`src/hw/msr_bank_regs.vh`:
```
// Register indexes, field positions and reset values of the model register bank
`ifndef MSR_BANK_REGS_VH
`define MSR_BANK_REGS_VH
// Model register indexes as seen in the index register
`define IDX_MC_ADDR       32'h00000000
`define IDX_MC_TYPE       32'h00000001
`define IDX_CACHE_TEST    32'h0000000E
`define IDX_CYCLE_COUNT   32'h00000010
`define IDX_WRITE_HANDLE  32'hC0000082
// Write handling control fields
`define WH_HOLE_EN_BIT    0
`define WH_LIMIT_LO       1
`define WH_LIMIT_HI       7
`define WH_COMB_DIS_BIT   8
`define WH_WIDTH          9
// Cache test control: disable bit position and stored width
`define CT_CACHE_DIS_BIT  3
`define CT_WIDTH          32
// Debug register selects
`define DBG_BKPT_ZERO     3'h0
`define DBG_BKPT_THREE    3'h3
`define DBG_RSVD_FOUR     3'h4
`define DBG_RSVD_FIVE     3'h5
// Reset values
`define MC_RESET          64'h0000000000000000
`define CT_RESET          32'h00000000
`define WH_RESET          9'h000
`define CNT_RESET         64'h0000000000000000
`define BKPT_RESET        32'h00000000
`define ZERO32            32'h00000000
`endif

```
`src/hw/cycle_counter_unit.v`:
```
// Free-running 64-bit cycle counter with software load
module cycle_counter_unit #(
    parameter WIDTH = 64
) (
    input  wire             sys_clk,
    input  wire             sys_rst,
    input  wire             load,
    input  wire [WIDTH-1:0] loadValue,
    output reg  [WIDTH-1:0] count_r
);
`include "msr_bank_regs.vh"

    // Count every clock; a write replaces the count and counting resumes from it
    always @(posedge sys_clk or posedge sys_rst) begin
        if (sys_rst) begin
            count_r <= `CNT_RESET;
        end else if (load) begin
            count_r <= loadValue;
        end else begin
            // Plain add wraps from all ones to zero on its own
            count_r <= count_r + {{(WIDTH-1){1'b0}}, 1'b1};
        end
    end
endmodule

```
`src/hw/msr_debug_register_bank.v`:
```
// Model register bank with breakpoint debug registers
//
// Operation
// - Index register selects one of five model registers
// - Index 00h machine-check address, 01h type
// - 0Eh cache test, 10h counter, C000_0082h write-handling
// - Data moves through low and high data registers
// - Machine-check exception is never raised
// - Machine-check registers change only on write or reset
// - Cache test register can disable level-one caches
// - Cycle counter increments every clock except when a write loads it
// - Allocate limit bits 7-1, hole enable bit 0
// - Four breakpoint registers hold 32-bit linear addresses
// - Fifth and sixth debug registers are reserved
// - Write-handling register clears to zero on reset
module msr_debug_register_bank #(
    parameter NUM_BKPT = 4
) (
    input  wire                     sys_clk,
    input  wire                     sys_rst,
    input  wire [31:0]              indexReg,
    input  wire [31:0]              lowDataIn,
    input  wire [31:0]              highDataIn,
    input  wire                     readInstr,
    input  wire                     writeInstr,
    output reg  [31:0]              lowDataOut_r,
    output reg  [31:0]              highDataOut_r,
    output reg                      readDone_r,
    output reg                      writeDone_r,
    output reg                      accessFault_r,
    input  wire [2:0]               debugSel,
    input  wire                     debugRead,
    input  wire                     debugWrite,
    input  wire [31:0]              debugWriteData,
    output reg  [31:0]              debugReadData_r,
    output reg                      debugReadDone_r,
    output reg  [NUM_BKPT*32-1:0]   bkptAddrs_r,
    output reg                      cacheDisable_r,
    output reg  [6:0]               writeAllocLimit_r,
    output reg                      writeAllocHoleEn_r,
    output reg                      machineCheckRaise_r
);
`include "msr_bank_regs.vh"

    // Interface overview
    //
    // Model register port
    //   A request is one clock wide: readInstr or writeInstr high at a rising
    //   edge, with indexReg and both data words valid at that same edge.
    //   The index is decoded in the same cycle, so nothing is pipelined ahead
    //   of the strobe and a new request may follow on the very next edge.
    //   One edge later exactly one of readDone_r, writeDone_r or accessFault_r
    //   pulses for one cycle. Read data is loaded into lowDataOut_r and
    //   highDataOut_r at that edge and then holds until the next read.
    //
    // Write priority
    //   When both strobes stand together the write is carried out and the
    //   read is dropped. Giving the write priority keeps a stored register
    //   from being read and overwritten in one edge with no clear ordering.
    //
    // Unknown indexes
    //   Any index other than the five decoded ones changes no storage and
    //   answers with a fault pulse. A read of such an index still loads the
    //   data outputs, with zero, so stale data never looks like an answer.
    //
    // Partial registers
    //   The cache test register keeps only its low word and the write
    //   handling register only its low nine bits; all other bits read zero.
    //   This saves flops at the cost of not echoing reserved bits back.
    //
    // Counter
    //   A read returns the count as it stood at the strobe edge, before the
    //   increment of that edge. A write replaces the count at the strobe edge
    //   and counting resumes from the written value on the next edge.
    //
    // Debug port
    //   debugSel picks a debug position. Positions 0 to 3 are breakpoint
    //   address registers, positions 4 and 5 are reserved, 6 and 7 unused.
    //   Reads answer one edge later with debugReadDone_r; writes show on
    //   bkptAddrs_r one edge later. Writes to any other position are lost.
    //
    // Reset
    //   sys_rst is asynchronous and clears every stored register and every
    //   output flop, so all outputs are zero during reset and at the first
    //   edge after it is released.

    // Stored model registers
    reg  [63:0]                machineCheckAddr_r;  // Changed only by a write or reset
    reg  [63:0]                machineCheckType_r;  // Changed only by a write or reset
    reg  [`CT_WIDTH-1:0]       cacheTestCtrl_r;     // Low word of cache test
    reg  [`WH_WIDTH-1:0]       writeHandleCtrl_r;   // Bits 8..0; rest reserved
    wire [63:0]                cycleCount;          // From counter unit

    // Index decode strobes
    reg                        hitMcAddr;
    reg                        hitMcType;
    reg                        hitCacheTest;
    reg                        hitCycle;
    reg                        hitWriteHandle;
    reg                        hitAny;

    // Write wins when both instruction strobes arrive together
    wire                       doWrite;
    wire                       doRead;
    wire [63:0]                writeWord;

    assign doWrite   = writeInstr;
    assign doRead    = readInstr & ~writeInstr;
    assign writeWord = {highDataIn, lowDataIn};

    // Decode the index register into one select per model register
    always @* begin
        hitMcAddr      = 1'b0;
        hitMcType      = 1'b0;
        hitCacheTest   = 1'b0;
        hitCycle       = 1'b0;
        hitWriteHandle = 1'b0;
        if (indexReg == `IDX_MC_ADDR) begin
            hitMcAddr = 1'b1;
        end else if (indexReg == `IDX_MC_TYPE) begin
            hitMcType = 1'b1;
        end else if (indexReg == `IDX_CACHE_TEST) begin
            hitCacheTest = 1'b1;
        end else if (indexReg == `IDX_CYCLE_COUNT) begin
            hitCycle = 1'b1;
        end else if (indexReg == `IDX_WRITE_HANDLE) begin
            hitWriteHandle = 1'b1;
        end
        hitAny = hitMcAddr | hitMcType | hitCacheTest | hitCycle | hitWriteHandle;
    end

    // Read multiplexer; reserved and unstored bits read as zero
    reg  [63:0]                readWord;
    always @* begin
        readWord = 64'h0000000000000000;
        if (hitMcAddr) begin
            readWord = machineCheckAddr_r;
        end else if (hitMcType) begin
            readWord = machineCheckType_r;
        end else if (hitCacheTest) begin
            readWord = {`ZERO32, cacheTestCtrl_r};
        end else if (hitCycle) begin
            readWord = cycleCount;
        end else if (hitWriteHandle) begin
            readWord = {55'h0, writeHandleCtrl_r};
        end
    end

    // Cycle counter lives in its own unit; a write loads it.
    // Keeping it apart lets the adder be placed and timed on its own,
    // since a 64-bit carry chain is the longest path in this block.
    // Load has priority over the increment inside the unit.
    cycle_counter_unit #(
        .WIDTH     (64)
    ) cycle_counter_unit_i (
        .sys_clk   (sys_clk),
        .sys_rst   (sys_rst),
        .load      (doWrite & hitCycle),
        .loadValue (writeWord),
        .count_r   (cycleCount)
    );

    // Machine-check registers: only a write or reset touches them.
    // No error source feeds them, since no machine check is ever generated.
    always @(posedge sys_clk or posedge sys_rst) begin
        if (sys_rst) begin
            machineCheckAddr_r <= `MC_RESET;
            machineCheckType_r <= `MC_RESET;
        end else begin
            if (doWrite && hitMcAddr) begin
                machineCheckAddr_r <= writeWord;
            end
            if (doWrite && hitMcType) begin
                machineCheckType_r <= writeWord;
            end
        end
    end

    // Exception request is tied off in a flop; the enable bit has no effect here
    always @(posedge sys_clk or posedge sys_rst) begin
        if (sys_rst) begin
            machineCheckRaise_r <= 1'b0;
        end else begin
            machineCheckRaise_r <= 1'b0;
        end
    end

    // Cache test and write-handling control registers
    always @(posedge sys_clk or posedge sys_rst) begin
        if (sys_rst) begin
            cacheTestCtrl_r   <= `CT_RESET;
            writeHandleCtrl_r <= `WH_RESET;
        end else begin
            if (doWrite && hitCacheTest) begin
                // Upper half is not stored, so it reads back zero
                cacheTestCtrl_r <= lowDataIn;
            end
            if (doWrite && hitWriteHandle) begin
                // Combining-disable bit is stored as written; software must keep it zero
                writeHandleCtrl_r <= lowDataIn[`WH_WIDTH-1:0];
            end
        end
    end

    // Control outputs steered by the model registers
    always @(posedge sys_clk or posedge sys_rst) begin
        if (sys_rst) begin
            cacheDisable_r     <= 1'b0;
            writeAllocLimit_r  <= 7'h00;
            writeAllocHoleEn_r <= 1'b0;
        end else begin
            cacheDisable_r     <= cacheTestCtrl_r[`CT_CACHE_DIS_BIT];
            writeAllocLimit_r  <= writeHandleCtrl_r[`WH_LIMIT_HI:`WH_LIMIT_LO];
            writeAllocHoleEn_r <= writeHandleCtrl_r[`WH_HOLE_EN_BIT];
        end
    end

    // Instruction answer: data and done pulses one edge after the strobe.
    // An index outside the five gives a fault pulse, and zero data on a read.
    // The pulses are mutually exclusive: a known index gives a done pulse
    // of the matching kind, an unknown one only the fault pulse.
    // Data outputs change only on a read, so a following write leaves the
    // last read result in place for software to collect later.
    // No wait states are ever inserted; every request is answered in one.
    always @(posedge sys_clk or posedge sys_rst) begin
        if (sys_rst) begin
            lowDataOut_r  <= `ZERO32;
            highDataOut_r <= `ZERO32;
            readDone_r    <= 1'b0;
            writeDone_r   <= 1'b0;
            accessFault_r <= 1'b0;
        end else begin
            readDone_r    <= doRead & hitAny;
            writeDone_r   <= doWrite & hitAny;
            accessFault_r <= (doRead | doWrite) & ~hitAny;
            if (doRead) begin
                // Read returns into the low and high data registers
                lowDataOut_r  <= readWord[31:0];
                highDataOut_r <= readWord[63:32];
            end
        end
    end

    // Breakpoint linear-address registers, one per breakpoint.
    // Each breakpoint is a full 32-bit word with no reserved bits, so a
    // write stores every bit and a read returns it unchanged.
    // The registers only hold addresses here; matching them against
    // fetches and data accesses is done elsewhere in the core.
    // One generate entry per breakpoint keeps the count a parameter.
    genvar g;
    generate
        for (g = 0; g < NUM_BKPT; g = g + 1) begin : bkpt
            always @(posedge sys_clk or posedge sys_rst) begin
                if (sys_rst) begin
                    bkptAddrs_r[g*32 +: 32] <= `BKPT_RESET;
                end else if (debugWrite && debugSel == g) begin
                    bkptAddrs_r[g*32 +: 32] <= debugWriteData;
                end
            end
        end
    endgenerate

    // Debug register reads; reserved positions and others read zero.
    // The reserved positions have no storage at all, which is cheaper
    // than keeping flops whose contents would never be used.
    // Read data holds between reads, like the model register outputs.
    always @(posedge sys_clk or posedge sys_rst) begin
        if (sys_rst) begin
            debugReadData_r <= `ZERO32;
            debugReadDone_r <= 1'b0;
        end else begin
            debugReadDone_r <= debugRead;
            if (debugRead) begin
                if (debugSel <= `DBG_BKPT_THREE) begin
                    debugReadData_r <= bkptAddrs_r[debugSel[1:0]*32 +: 32];
                end else begin
                    // Writes to reserved positions are dropped; reads give zero
                    debugReadData_r <= `ZERO32;
                end
            end
        end
    end
endmodule

```
`config.mk`:
```
export PLATFORM = sky130hd
export DESIGN_NAME = msr_debug_register_bank
export DESIGN_NICKNAME = d
export VERILOG_FILES = /design/src/hw/cycle_counter_unit.v /design/src/hw/msr_debug_register_bank.v
export VERILOG_INCLUDE_DIRS = /design/src /design/src/hw
export SDC_FILE = /design/constraint.sdc
export NUM_CORES = 1
export LEC_CHECK = 0
export ABC_CLOCK_PERIOD_IN_PS = 20200
export BUFFER_PORTS_ARGS = -buffer_cell sky130_fd_sc_hd__buf_4
export CORE_MARGIN = 2
export CORE_UTILIZATION = 50
export CTS_CLUSTER_DIAMETER = 100
export DETAILED_ROUTE_END_ITERATION = 6
export PLACE_DENSITY = 0.78
export SKIP_CTS_REPAIR_TIMING = 1
export SLEW_MARGIN = 20
export SYNTH_ARGS = -nofsm -noshare
export SYNTH_HDL_FRONTEND = slang
export SYNTH_SLANG_ARGS = --single-unit
```
`constraint.sdc`:
```
create_clock -name sys_clk -period 20.2 [get_ports sys_clk]
set_input_delay 1.01 -clock sys_clk [delete_from_list [all_inputs] [get_ports sys_clk]]
set_output_delay 1.01 -clock sys_clk [all_outputs]
set_load 0.05 [all_outputs]
```
==> Flow_metrics.wiki, run 1 <==
{| class="wikitable"
! Metric !! Value
|-
| Gate count after technology mapping || 1660
|-
| Highest net fanout along the worst path || 64
|-
| Sum of internal, switching and leakage power || 0.002497 W
|-
| Mean routed wirelength per cell || 22.08 µm
|-
| Average cell area after synthesis || 12.42 µm²
|-
| Maximum clock path buffer count || 3
|-
| Uppermost metal layer occupied by signal nets || met4
|-
| Die footprint || 42880 µm²
|-
| Net count after synthesis || 1798
|-
| Max rail drop VDD || 0.1239 mV
|-
| Cell with the largest stage delay on the worst path || nand3_4
|-
| Total GRT Usage || 26.38%
|-
| Commonest cells after routing, fill and taps aside || 470 x dfrtp_1, 392 x buf_4, 292 x mux2_2
|-
| Crit path required time || 20.66 ns
|-
| Dominant delay contributor by cell family on the critical path || simple AND/OR/NAND/NOR gates
|-
| Pin slew with the least headroom to its limit || 1.107 ns
|-
| Die Span X || 207.1 µm
|-
| Max_cap viols || 0
|-
| Delay of the slowest critical-path stage || 0.92 ns
|-
| Final slew viol count || 0
|-
| Minimum setup slack after placement || 15.58 ns
|-
| DRT Pass-1 Iters || 6
|-
| Fraction of final layout cells with drive strength greater than 1 || 40.23%
|-
| Synthesized area || 20620 µm²
|-
| Clock tree from TritonCTS || yes
|-
| Power density over the cells || 98.14 nW/µm²
|-
| Amount of wire on met2 after detailed routing || 28050 µm
|-
| Synthesis-stage register bit count || 470
|-
| Routed metal-1 wire length || 22260 µm
|-
| Boundary Pins || 375
|-
| Number of buffers and inverters on the critical path || 1
|-
| Slew margin rel. || 26.21%
|-
| P&R area growth vs syn || 23.41%
|-
| Initial cell density of the core || 50.61%
|-
| Buffer cell driving the clock tree root || clkbuf_16
|-
| Crit path arrival time || 4.61 ns
|-
| Result of the run || finished clean
|-
| Period minus WS final || 4.146 ns
|-
| CTS Sinks || 470
|-
| PnR worst setup slack || 16.05 ns
|-
| Type of the most critical hold path || flip-flop to flip-flop
|-
| Detail-routed via count per cell || 5.819
|-
| Initial antenna violation count || 3
|-
| Cell count of the worst reg-to-reg path || 6
|-
| Worst setup startpoint || indexReg[3]
|-
| Finish-stage setup viols || 0
|-
| H-Tree Depth || 2
|-
| Detailed Place HPWL || 37310 µm
|-
| Die height || 207.1 µm
|-
| Setup TNS Final || 0 ns
|-
| Number of buffer cells added on primary ports || 373
|-
| Leakage component of the power || 12.02 nW
|-
| Hold Path Depth || 0
|-
| Clock transition at the registers of the reported paths || 0.06 ns
|-
| Maximum frequency from static timing analysis || 0.2412 GHz
|-
| Total overflow reported by the global router || 0
|-
| WS Path Type || input pin to flip-flop
|-
| Nets@finish || 2137
|-
| Last weighted congestion value of the routability-driven placer || 0.8141
|-
| Hold worst-path end || writeAllocLimit_r[1]$_DFF_PP0_
|-
| Total length of routed wires || 56710 µm
|-
| Final worst path period share || 20.53%
|-
| Post-detailed-route DRC marker count || 0
|-
| Worst hold slack || 0.4158 ns
|-
| First-pass GRT wire length || 90040 µm
|-
| Met3 wire length || 5161 µm
|-
| Worst Min Path Start || writeHandleCtrl_r[2]$_DFFE_PP0P_
|-
| Reg-to-reg setup timing slack || 17.40 ns
|-
| Rows || 74
|-
| Routed via count || 14950
|-
| Number of global-route vias before repair || 15790
|-
| Worst flop-to-flop path endpoint || cycle_counter_unit_i.count_r[60]$_DFF_PP0_
|-
| Register area share after synthesis || 57.04%
|-
| ANT nets after route || 0
|-
| Most common cell after layout, fill and taps aside || dfrtp_1
|-
| Number of DRC markers in iteration 0 || 1076
|-
| Share of the core filled with cells in the final layout || 62.46%
|-
| Core footprint || 40740 µm²
|-
| Pin count of the biggest net entering global routing || 138
|-
| Async set-or-reset flop fraction in the synthesized netlist || 100.0%
|-
| Distinct cell type count of the synthesized netlist || 53
|-
| Inserted Clock Buffers || 50
|-
| Later-pin clock latency in the skew report || 0.60 ns
|-
| RSZ-0062 raised after global routing || false
|-
| CP cell instances || buf_4, or4_1, nand3b_1, nor2_2, nand3_4, mux2_2
|-
| Count of yosys warnings during synthesis || 0
|-
| Endpoint kind of the worst setup timing path || flip-flop
|-
| Most used flip-flop cell after synthesis || dfrtp_1
|-
| Startpoint of the worst-slack reg-to-reg timing path || cycle_counter_unit_i.count_r[1]$_DFF_PP0_
|-
| Hold Vio Cnt, Final || 0
|-
| Fill cell count || 3108
|-
| Launching element type of the critical path || input pin
|-
| Number of enable-type register cells in the synthesized netlist || 0
|-
| Clock skew || 0.02087 ns
|}
## cell usage after synthesis, types with 2 or more instances
library cell / n / area share [%]
or4_1: 2 / 0.073
nand4_1: 17 / 0.52
mux4_2: 32 / 3.5
dfrtp_1: 470 / 57
buf_2: 14 / 0.34
o31ai_1: 5 / 0.18
buf_1: 9 / 0.16
a21boi_0: 8 / 0.29
o22ai_1: 32 / 0.97
and2_1: 6 / 0.18
inv_1: 81 / 1.5
nor2_1: 93 / 1.7
nor2b_1: 3 / 0.091
nand2b_1: 2 / 0.061
a22o_1: 25 / 1.1
o31a_1: 5 / 0.21
and4_1: 2 / 0.085
xnor2_1: 46 / 2.0
a221oi_1: 14 / 0.59
a21oi_1: 99 / 2.4
nand2_1: 82 / 1.5
and3_1: 8 / 0.24
a31oi_1: 5 / 0.15
nor4_2: 3 / 0.18
o2bb2ai_1: 4 / 0.17
o21ai_0: 57 / 1.4
a21o_1: 10 / 0.36
mux2_1: 6 / 0.33
nor4_1: 15 / 0.46
clkbuf_1: 72 / 1.3
or3_1: 3 / 0.091
buf_6: 2 / 0.11
mux2_2: 292 / 16
nand3_1: 27 / 0.66
a222oi_1: 24 / 1.2
buf_4: 8 / 0.29
nor3_1: 28 / 0.68
nor3_2: 3 / 0.15
a22oi_1: 16 / 0.58
o21a_1: 2 / 0.073
xor2_1: 16 / 0.68
## report_power, final
| group | switching (W) | internal (W) | leakage, nW |
|---|---|---|---|
| registers | 0.0000545 | 0.00101 | 6.26 |
| logic | 0.000363 | 0.000181 | 4.96 |
| clock network | 0.000383 | 0.000507 | 0.791 |
## worst reg2reg max path, cell delays in order, from the launching register on
cell and delay [ns]:
dfrtp_1 0.46, ha_1 0.27, nand3_1 0.26, nand4bb_2 0.80, nor4_1 0.59, xnor2_1 0.17, a21oi_1 0.09
## metal layers
layer,track usage (%),vias to the layer above
li1,-,6643
met1,32.62,7644
met2,44.80,581
met3,7.929,81
met4,7.759,0
met5,0,-
## worst max path at each step
stage | end | slack (ns) | depth (start not counted)
after CTS | machineCheckType_r[17]$_DFFE_PP0P_ | 16.15 | 6
final | machineCheckType_r[60]$_DFFE_PP0P_ | 16.05 | 6
after global placement | machineCheckType_r[51]$_DFFE_PP0P_ | 15.64 | 6
after floorplan | accessFault_r$_DFF_PP0_ | 6.08 | 1
after detailed placement | machineCheckType_r[42]$_DFFE_PP0P_ | 15.58 | 6
after global routing | machineCheckType_r[13]$_DFFE_PP0P_ | 15.95 | 6
## layout make-up
| type | instances | area, µm² | share of cell area (%) |
|---|---|---|---|
| multi-input cells | 1004 | 8177 | 32.13 |
| well taps | 532 | 665.6 | 2.616 |
| flip-flops and latches | 470 | 11760 | 46.22 |
| diodes | 1 | 2.502 | 0.009834 |
| repair buffers | 392 | 2943 | 11.56 |
| inverters | 81 | 311.5 | 1.224 |
| clock inverters | 18 | 156.4 | 0.6146 |
| clock buffers | 71 | 1430 | 5.620 |
## flip-flops by register name, indices dropped and copies added, names as in the netlist
register,count
debugReadDone_r,1
lowDataOut_r,32
bkptAddrs_r,128
cacheTestCtrl_r,32
accessFault_r,1
highDataOut_r,32
readDone_r,1
machineCheckAddr_r,64
cacheDisable_r,1
writeHandleCtrl_r,9
machineCheckType_r,64
writeDone_r,1
debugReadData_r,32
cycle_counter_unit_i.count_r,64
writeAllocHoleEn_r,1
writeAllocLimit_r,7
## stage by stage
| stage | instance area (µm²) | cells |
|---|---|---|
| after floorplan | 20620 | 1660 |
| after global placement | 23850 | 2479 |
| after detailed placement | 23850 | 2479 |
| after CTS | 25430 | 2568 |
| after global routing | 25450 | 2569 |
| final | 25450 | 2569 |
## cells by family (layout without fill, tap and decap cells)
| group | after synthesis | after routing | share of synthesized area [%] |
|---|---|---|---|
| buffers and inverters | 186 | 562 | 3.689 |
| XOR/XNOR | 62 | 62 | 2.633 |
| flip-flops | 470 | 470 | 57.04 |
| adder cells (fa/ha/maj) | 1 | 1 | 0.06067 |
| other | 1 | 2 | 0.01819 |
| multiplexers | 330 | 330 | 19.77 |
| AND/OR/NAND/NOR | 304 | 304 | 7.185 |
| AO/OA/AOI/OAI | 306 | 306 | 9.606 |
Note: power is estimated with default switching activity, not from simulation.
==> run 2: changes to the inputs <==
- ABC_AREA: not set -> 1
- ABC_CLOCK_PERIOD_IN_PS: 20200 -> 4000
- PLACE_DENSITY: 0.78 -> 0.77
- clock period: 20.2 -> 4 ns (I/O delays scaled with it)
==> run 2 against run 1 <==
Compared with the run above:
- the run now ends with negative hold slack left
- via count rose by 34%
- critical path type is now flip-flop to flip-flop
- sequential cell count stayed put
- sequential power grew to 5.0 times the previous value
- synthesized cell count increased by 61%
- combinational power rose to 4.8 times the previous value
- register-to-register slack worse by 16 ns
- global-route usage grew 4.7 points
==> Flow_metrics.wiki, run 2 <==
{| class="wikitable"
! Metric !! Value
|-
| Result of the run || finished, violations left
|-
| Violated checks || negative hold slack
|-
| Endpoint kind of the worst setup timing path || flip-flop
|-
| Die footprint || 44910 µm²
|-
| Die Span X || 211.9 µm
|-
| PnR worst setup slack || 1.644 ns
|-
| Flip-flop count of the largest register, all copies and words added || 128
|-
| Clock tree from TritonCTS || yes
|-
| First-pass GRT wire length || 108500 µm
|-
| Launching element type of the critical path || flip-flop
|-
| Number of buffer cells added on primary ports || 373
|-
| Finish-stage setup viols || 0
|-
| Part of the power in combinational logic || 20.4%
|-
| WS Path Type || flip-flop to flip-flop
|-
| Number of global-route vias before repair || 19560
|-
| Pin count of the biggest net entering global routing || 121
|-
| Die height || 211.9 µm
|-
| Slew margin rel. || 28.18%
|-
| Pin slew with the least headroom to its limit || 1.076 ns
|-
| Total overflow reported by the global router || 0
|-
| DRT Pass-1 Iters || 6
|-
| Count of yosys warnings during synthesis || 0
|-
| Post-route standard cell area excluding fillers || 27580 µm²
|-
| Crit path depth || 9
|-
| Flop pwr share || 41.5%
|-
| Cell repeated most along the worst path || nand2_1
|-
| Minimum setup slack after placement || 1.225 ns
|-
| Hold Path Depth || 3
|-
| Number of buffers and inverters on the critical path || 0
|-
| Most common cell after layout, fill and taps aside || nand2_1
|-
| Cell count of the worst reg-to-reg path || 9
|-
| Number of enable-type register cells in the synthesized netlist || 0
|-
| Most common library cells after synthesis || 850 x nand2_1, 470 x dfrtp_1, 284 x inv_1
|-
| Crit path arrival time || 2.78 ns
|-
| Clock skew || 0.02414 ns
|-
| Initial cell density of the core || 50.40%
|-
| Leakage component of the power || 13.41 nW
|-
| CP cell instances || nand2_1, nor2_1, nand2_1, nor3b_1, nand3_1, nand2_1, nand2_1, nand2_1, o21ai_0
|-
| Average cell area after synthesis || 8.101 µm²
|-
| Power density over the cells || 467.5 nW/µm²
|-
| Fraction of final layout cells with drive strength greater than 1 || 16.58%
|-
| Synthesis-stage register bit count || 470
|-
| CTS Sinks || 470
|-
| Highest net fanout along the worst path || 4
|-
| Delay of the slowest critical-path stage || 0.80 ns
|-
| Share of the core filled with cells in the final layout || 64.30%
|-
| Max_cap viols || 0
|-
| Number of placed instances, taps included || 3523
|-
| Post-detailed-route DRC marker count || 0
|-
| Fill cell count || 3469
|-
| Switching Share || 31.89%
|-
| Max rail drop VDD || 0.5438 mV
|-
| Worst hold slack || -0.03391 ns
|-
| Crit path required time || 4.42 ns
|-
| Final worst path period share || 58.91%
|-
| Period minus WS final || 2.356 ns
|-
| Area share of the leading cell type in the synthesized netlist || 54.41%
|-
| RSZ-0062 raised after global routing || false
|-
| Last weighted congestion value of the routability-driven placer || 0.9723
|-
| Total GRT Usage || 31.12%
|-
| Dominant delay contributor by cell family on the critical path || simple AND/OR/NAND/NOR gates
|-
| Distinct cell type count of the synthesized netlist || 38
|-
| Cell with the largest stage delay on the worst path || nor3b_1
|-
| Internal power || 0.008780 W
|-
| Top cell type by total area after synthesis || dfrtp_1
|-
| Later-pin clock latency in the skew report || 0.59 ns
|-
| Clock Power Share || 38.2%
|-
| Most used flip-flop cell after synthesis || dfrtp_1
|-
| ANT nets after route || 0
|-
| Initial antenna violation count || 2
|-
| Detail-routed via count per cell || 5.409
|-
| Async set-or-reset flop fraction in the synthesized netlist || 100.0%
|-
| Synthesized area || 21610 µm²
|-
| Cell Count, Final, Fillers Out || 3711
|-
| Buffer cell driving the clock tree root || clkbuf_16
|-
| Type of the most critical hold path || input pin to flip-flop
|-
| Final slew viol count || 0
|-
| Sum of internal, switching and leakage power || 0.01289 W
|-
| Nets@finish || 3222
|-
| Commonest cells after routing, fill and taps aside || 845 x nand2_1, 470 x dfrtp_1, 390 x buf_4
|-
| Hold Vio Cnt, Final || 5
|-
| Largest reg by FF count || bkptAddrs_r
|-
| Post-DP Area || 24850 µm²
|-
| Maximum frequency from static timing analysis || 0.4244 GHz
|-
| Net count after synthesis || 2806
|-
| Most numerous cell in the Yosys netlist || nand2_1
|-
| Gate count after technology mapping || 2668
|-
| Switching component of the power || 0.004110 W
|-
| Boundary Pins || 375
|-
| Detailed Place HPWL || 49080 µm
|-
| Ranking of synthesized cells by area || dfrtp_1 54%, nand2_1 15%, o21ai_0 5.3%, inv_1 4.9%, nor2_1 3.7%
|-
| Clock transition at the registers of the reported paths || 0.06 ns
|-
| Total length of routed wires || 70440 µm
|-
| P&R area growth vs syn || 27.58%
|-
| Number of DRC markers in iteration 0 || 1612
|-
| Core footprint || 42890 µm²
|-
| Routed via count || 20070
|-
| H-Tree Depth || 2
|-
| Maximum clock path buffer count || 3
|-
| Mean routed wirelength per cell || 18.98 µm
|-
| Rows || 76
|-
| Register area share after synthesis || 54.41%
|-
| Inserted Clock Buffers || 49
|}
## run 2: cell types whose count changed in the layout (fill, tap and decap cells not counted), sizes merged, moves of 32 or more
cell	change
nand2	+775
o21ai	+319
mux2	-298
inv	+208
nor2	+128
dlygate4sd3	+95
a21oi	-68
nand3	+40
xnor2	-35
mux4	-32
o22ai	+32
## run 2: per-layer routing
layer / GRT usage (%) / vias to the layer above / wire length [µm]
met3: 7.254 / 165 / 5497
met4: 12.58 / 0 / 2777
met5: 0 / - / 0
li1: - / 9363 / -
met2: 51.53 / 812 / 34280
met1: 39.50 / 9732 / 27890
## run 2: final timing paths
check | from | end | slack (ns)
worst max-delay path | cycle_counter_unit_i.count_r[15]$_DFF_PP0_ | cycle_counter_unit_i.count_r[49]$_DFF_PP0_ | 1.64
worst min-delay path | highDataIn[18] | machineCheckAddr_r[50]$_DFFE_PP0P_ | -0.03
worst max register to register | cycle_counter_unit_i.count_r[15]$_DFF_PP0_ | cycle_counter_unit_i.count_r[49]$_DFF_PP0_ | 1.64
worst min register to register | cacheTestCtrl_r[3]$_DFFE_PP0P_ | cacheDisable_r$_DFF_PP0_ | 0.41
max in group asynchronous | sys_rst | machineCheckType_r[28]$_DFFE_PP0P_ | 2.46
min in group asynchronous | sys_rst | lowDataOut_r[5]$_DFFE_PP0P_ | 0.37
## run 2: cells by family (layout without fill, tap and decap cells)
| family | after synthesis | after routing | share of synthesized area (%) |
|---|---|---|---|
| and+or+nand+nor | 1205 | 1205 | 22.36 |
| DFF | 470 | 470 | 54.41 |
| other | 1 | 3 | 0.01735 |
| AOI/OAI and AO/OA | 525 | 525 | 13.34 |
| adders and majority gates | 1 | 1 | 0.05788 |
| buffers and inverters | 417 | 873 | 7.826 |
| xor gates and xnor gates | 49 | 49 | 1.986 |
## run 2: metrics by stage
step,hold slack (ns),setup TNS (ns)
2_1_floorplan,0.2314,-1205.49
3_3_place_gp,0.3902,0
3_5_place_dp,0.3979,0
4_1_cts,-0.1929,0
5_1_grt,0.005081,0
6_report,-0.03391,0
## run 2: layout make-up
cell class                 count  area, µm²  area share, %
sequential                   470      11760          42.65
multi-input combinational   1781       8207          29.76
timing repair buffer         492       4019          14.57
clock buffer                  69       1453          5.268
inverter                     290       1092          3.961
tap                          585      732.0          2.654
clock inverter                22      306.5          1.112
antenna                        2      5.005        0.01815
## run 2: tightest hold or removal path: stages
cell and delay (ns):
buf_4 0.08, inv_1 0.08, o21ai_1 0.14
## run 2: power by group through the flow
stage	combinational [W]	clock, W	sequential [W]
3_5_place_dp	0.00254	0	0.00541
6_report	0.00262	0.00492	0.00535
2_1_floorplan	0.000533	0	0.00646
3_3_place_gp	0.00250	0	0.00540
5_1_grt	0.00277	0.00517	0.00538
4_1_cts	0.00255	0.00497	0.00533
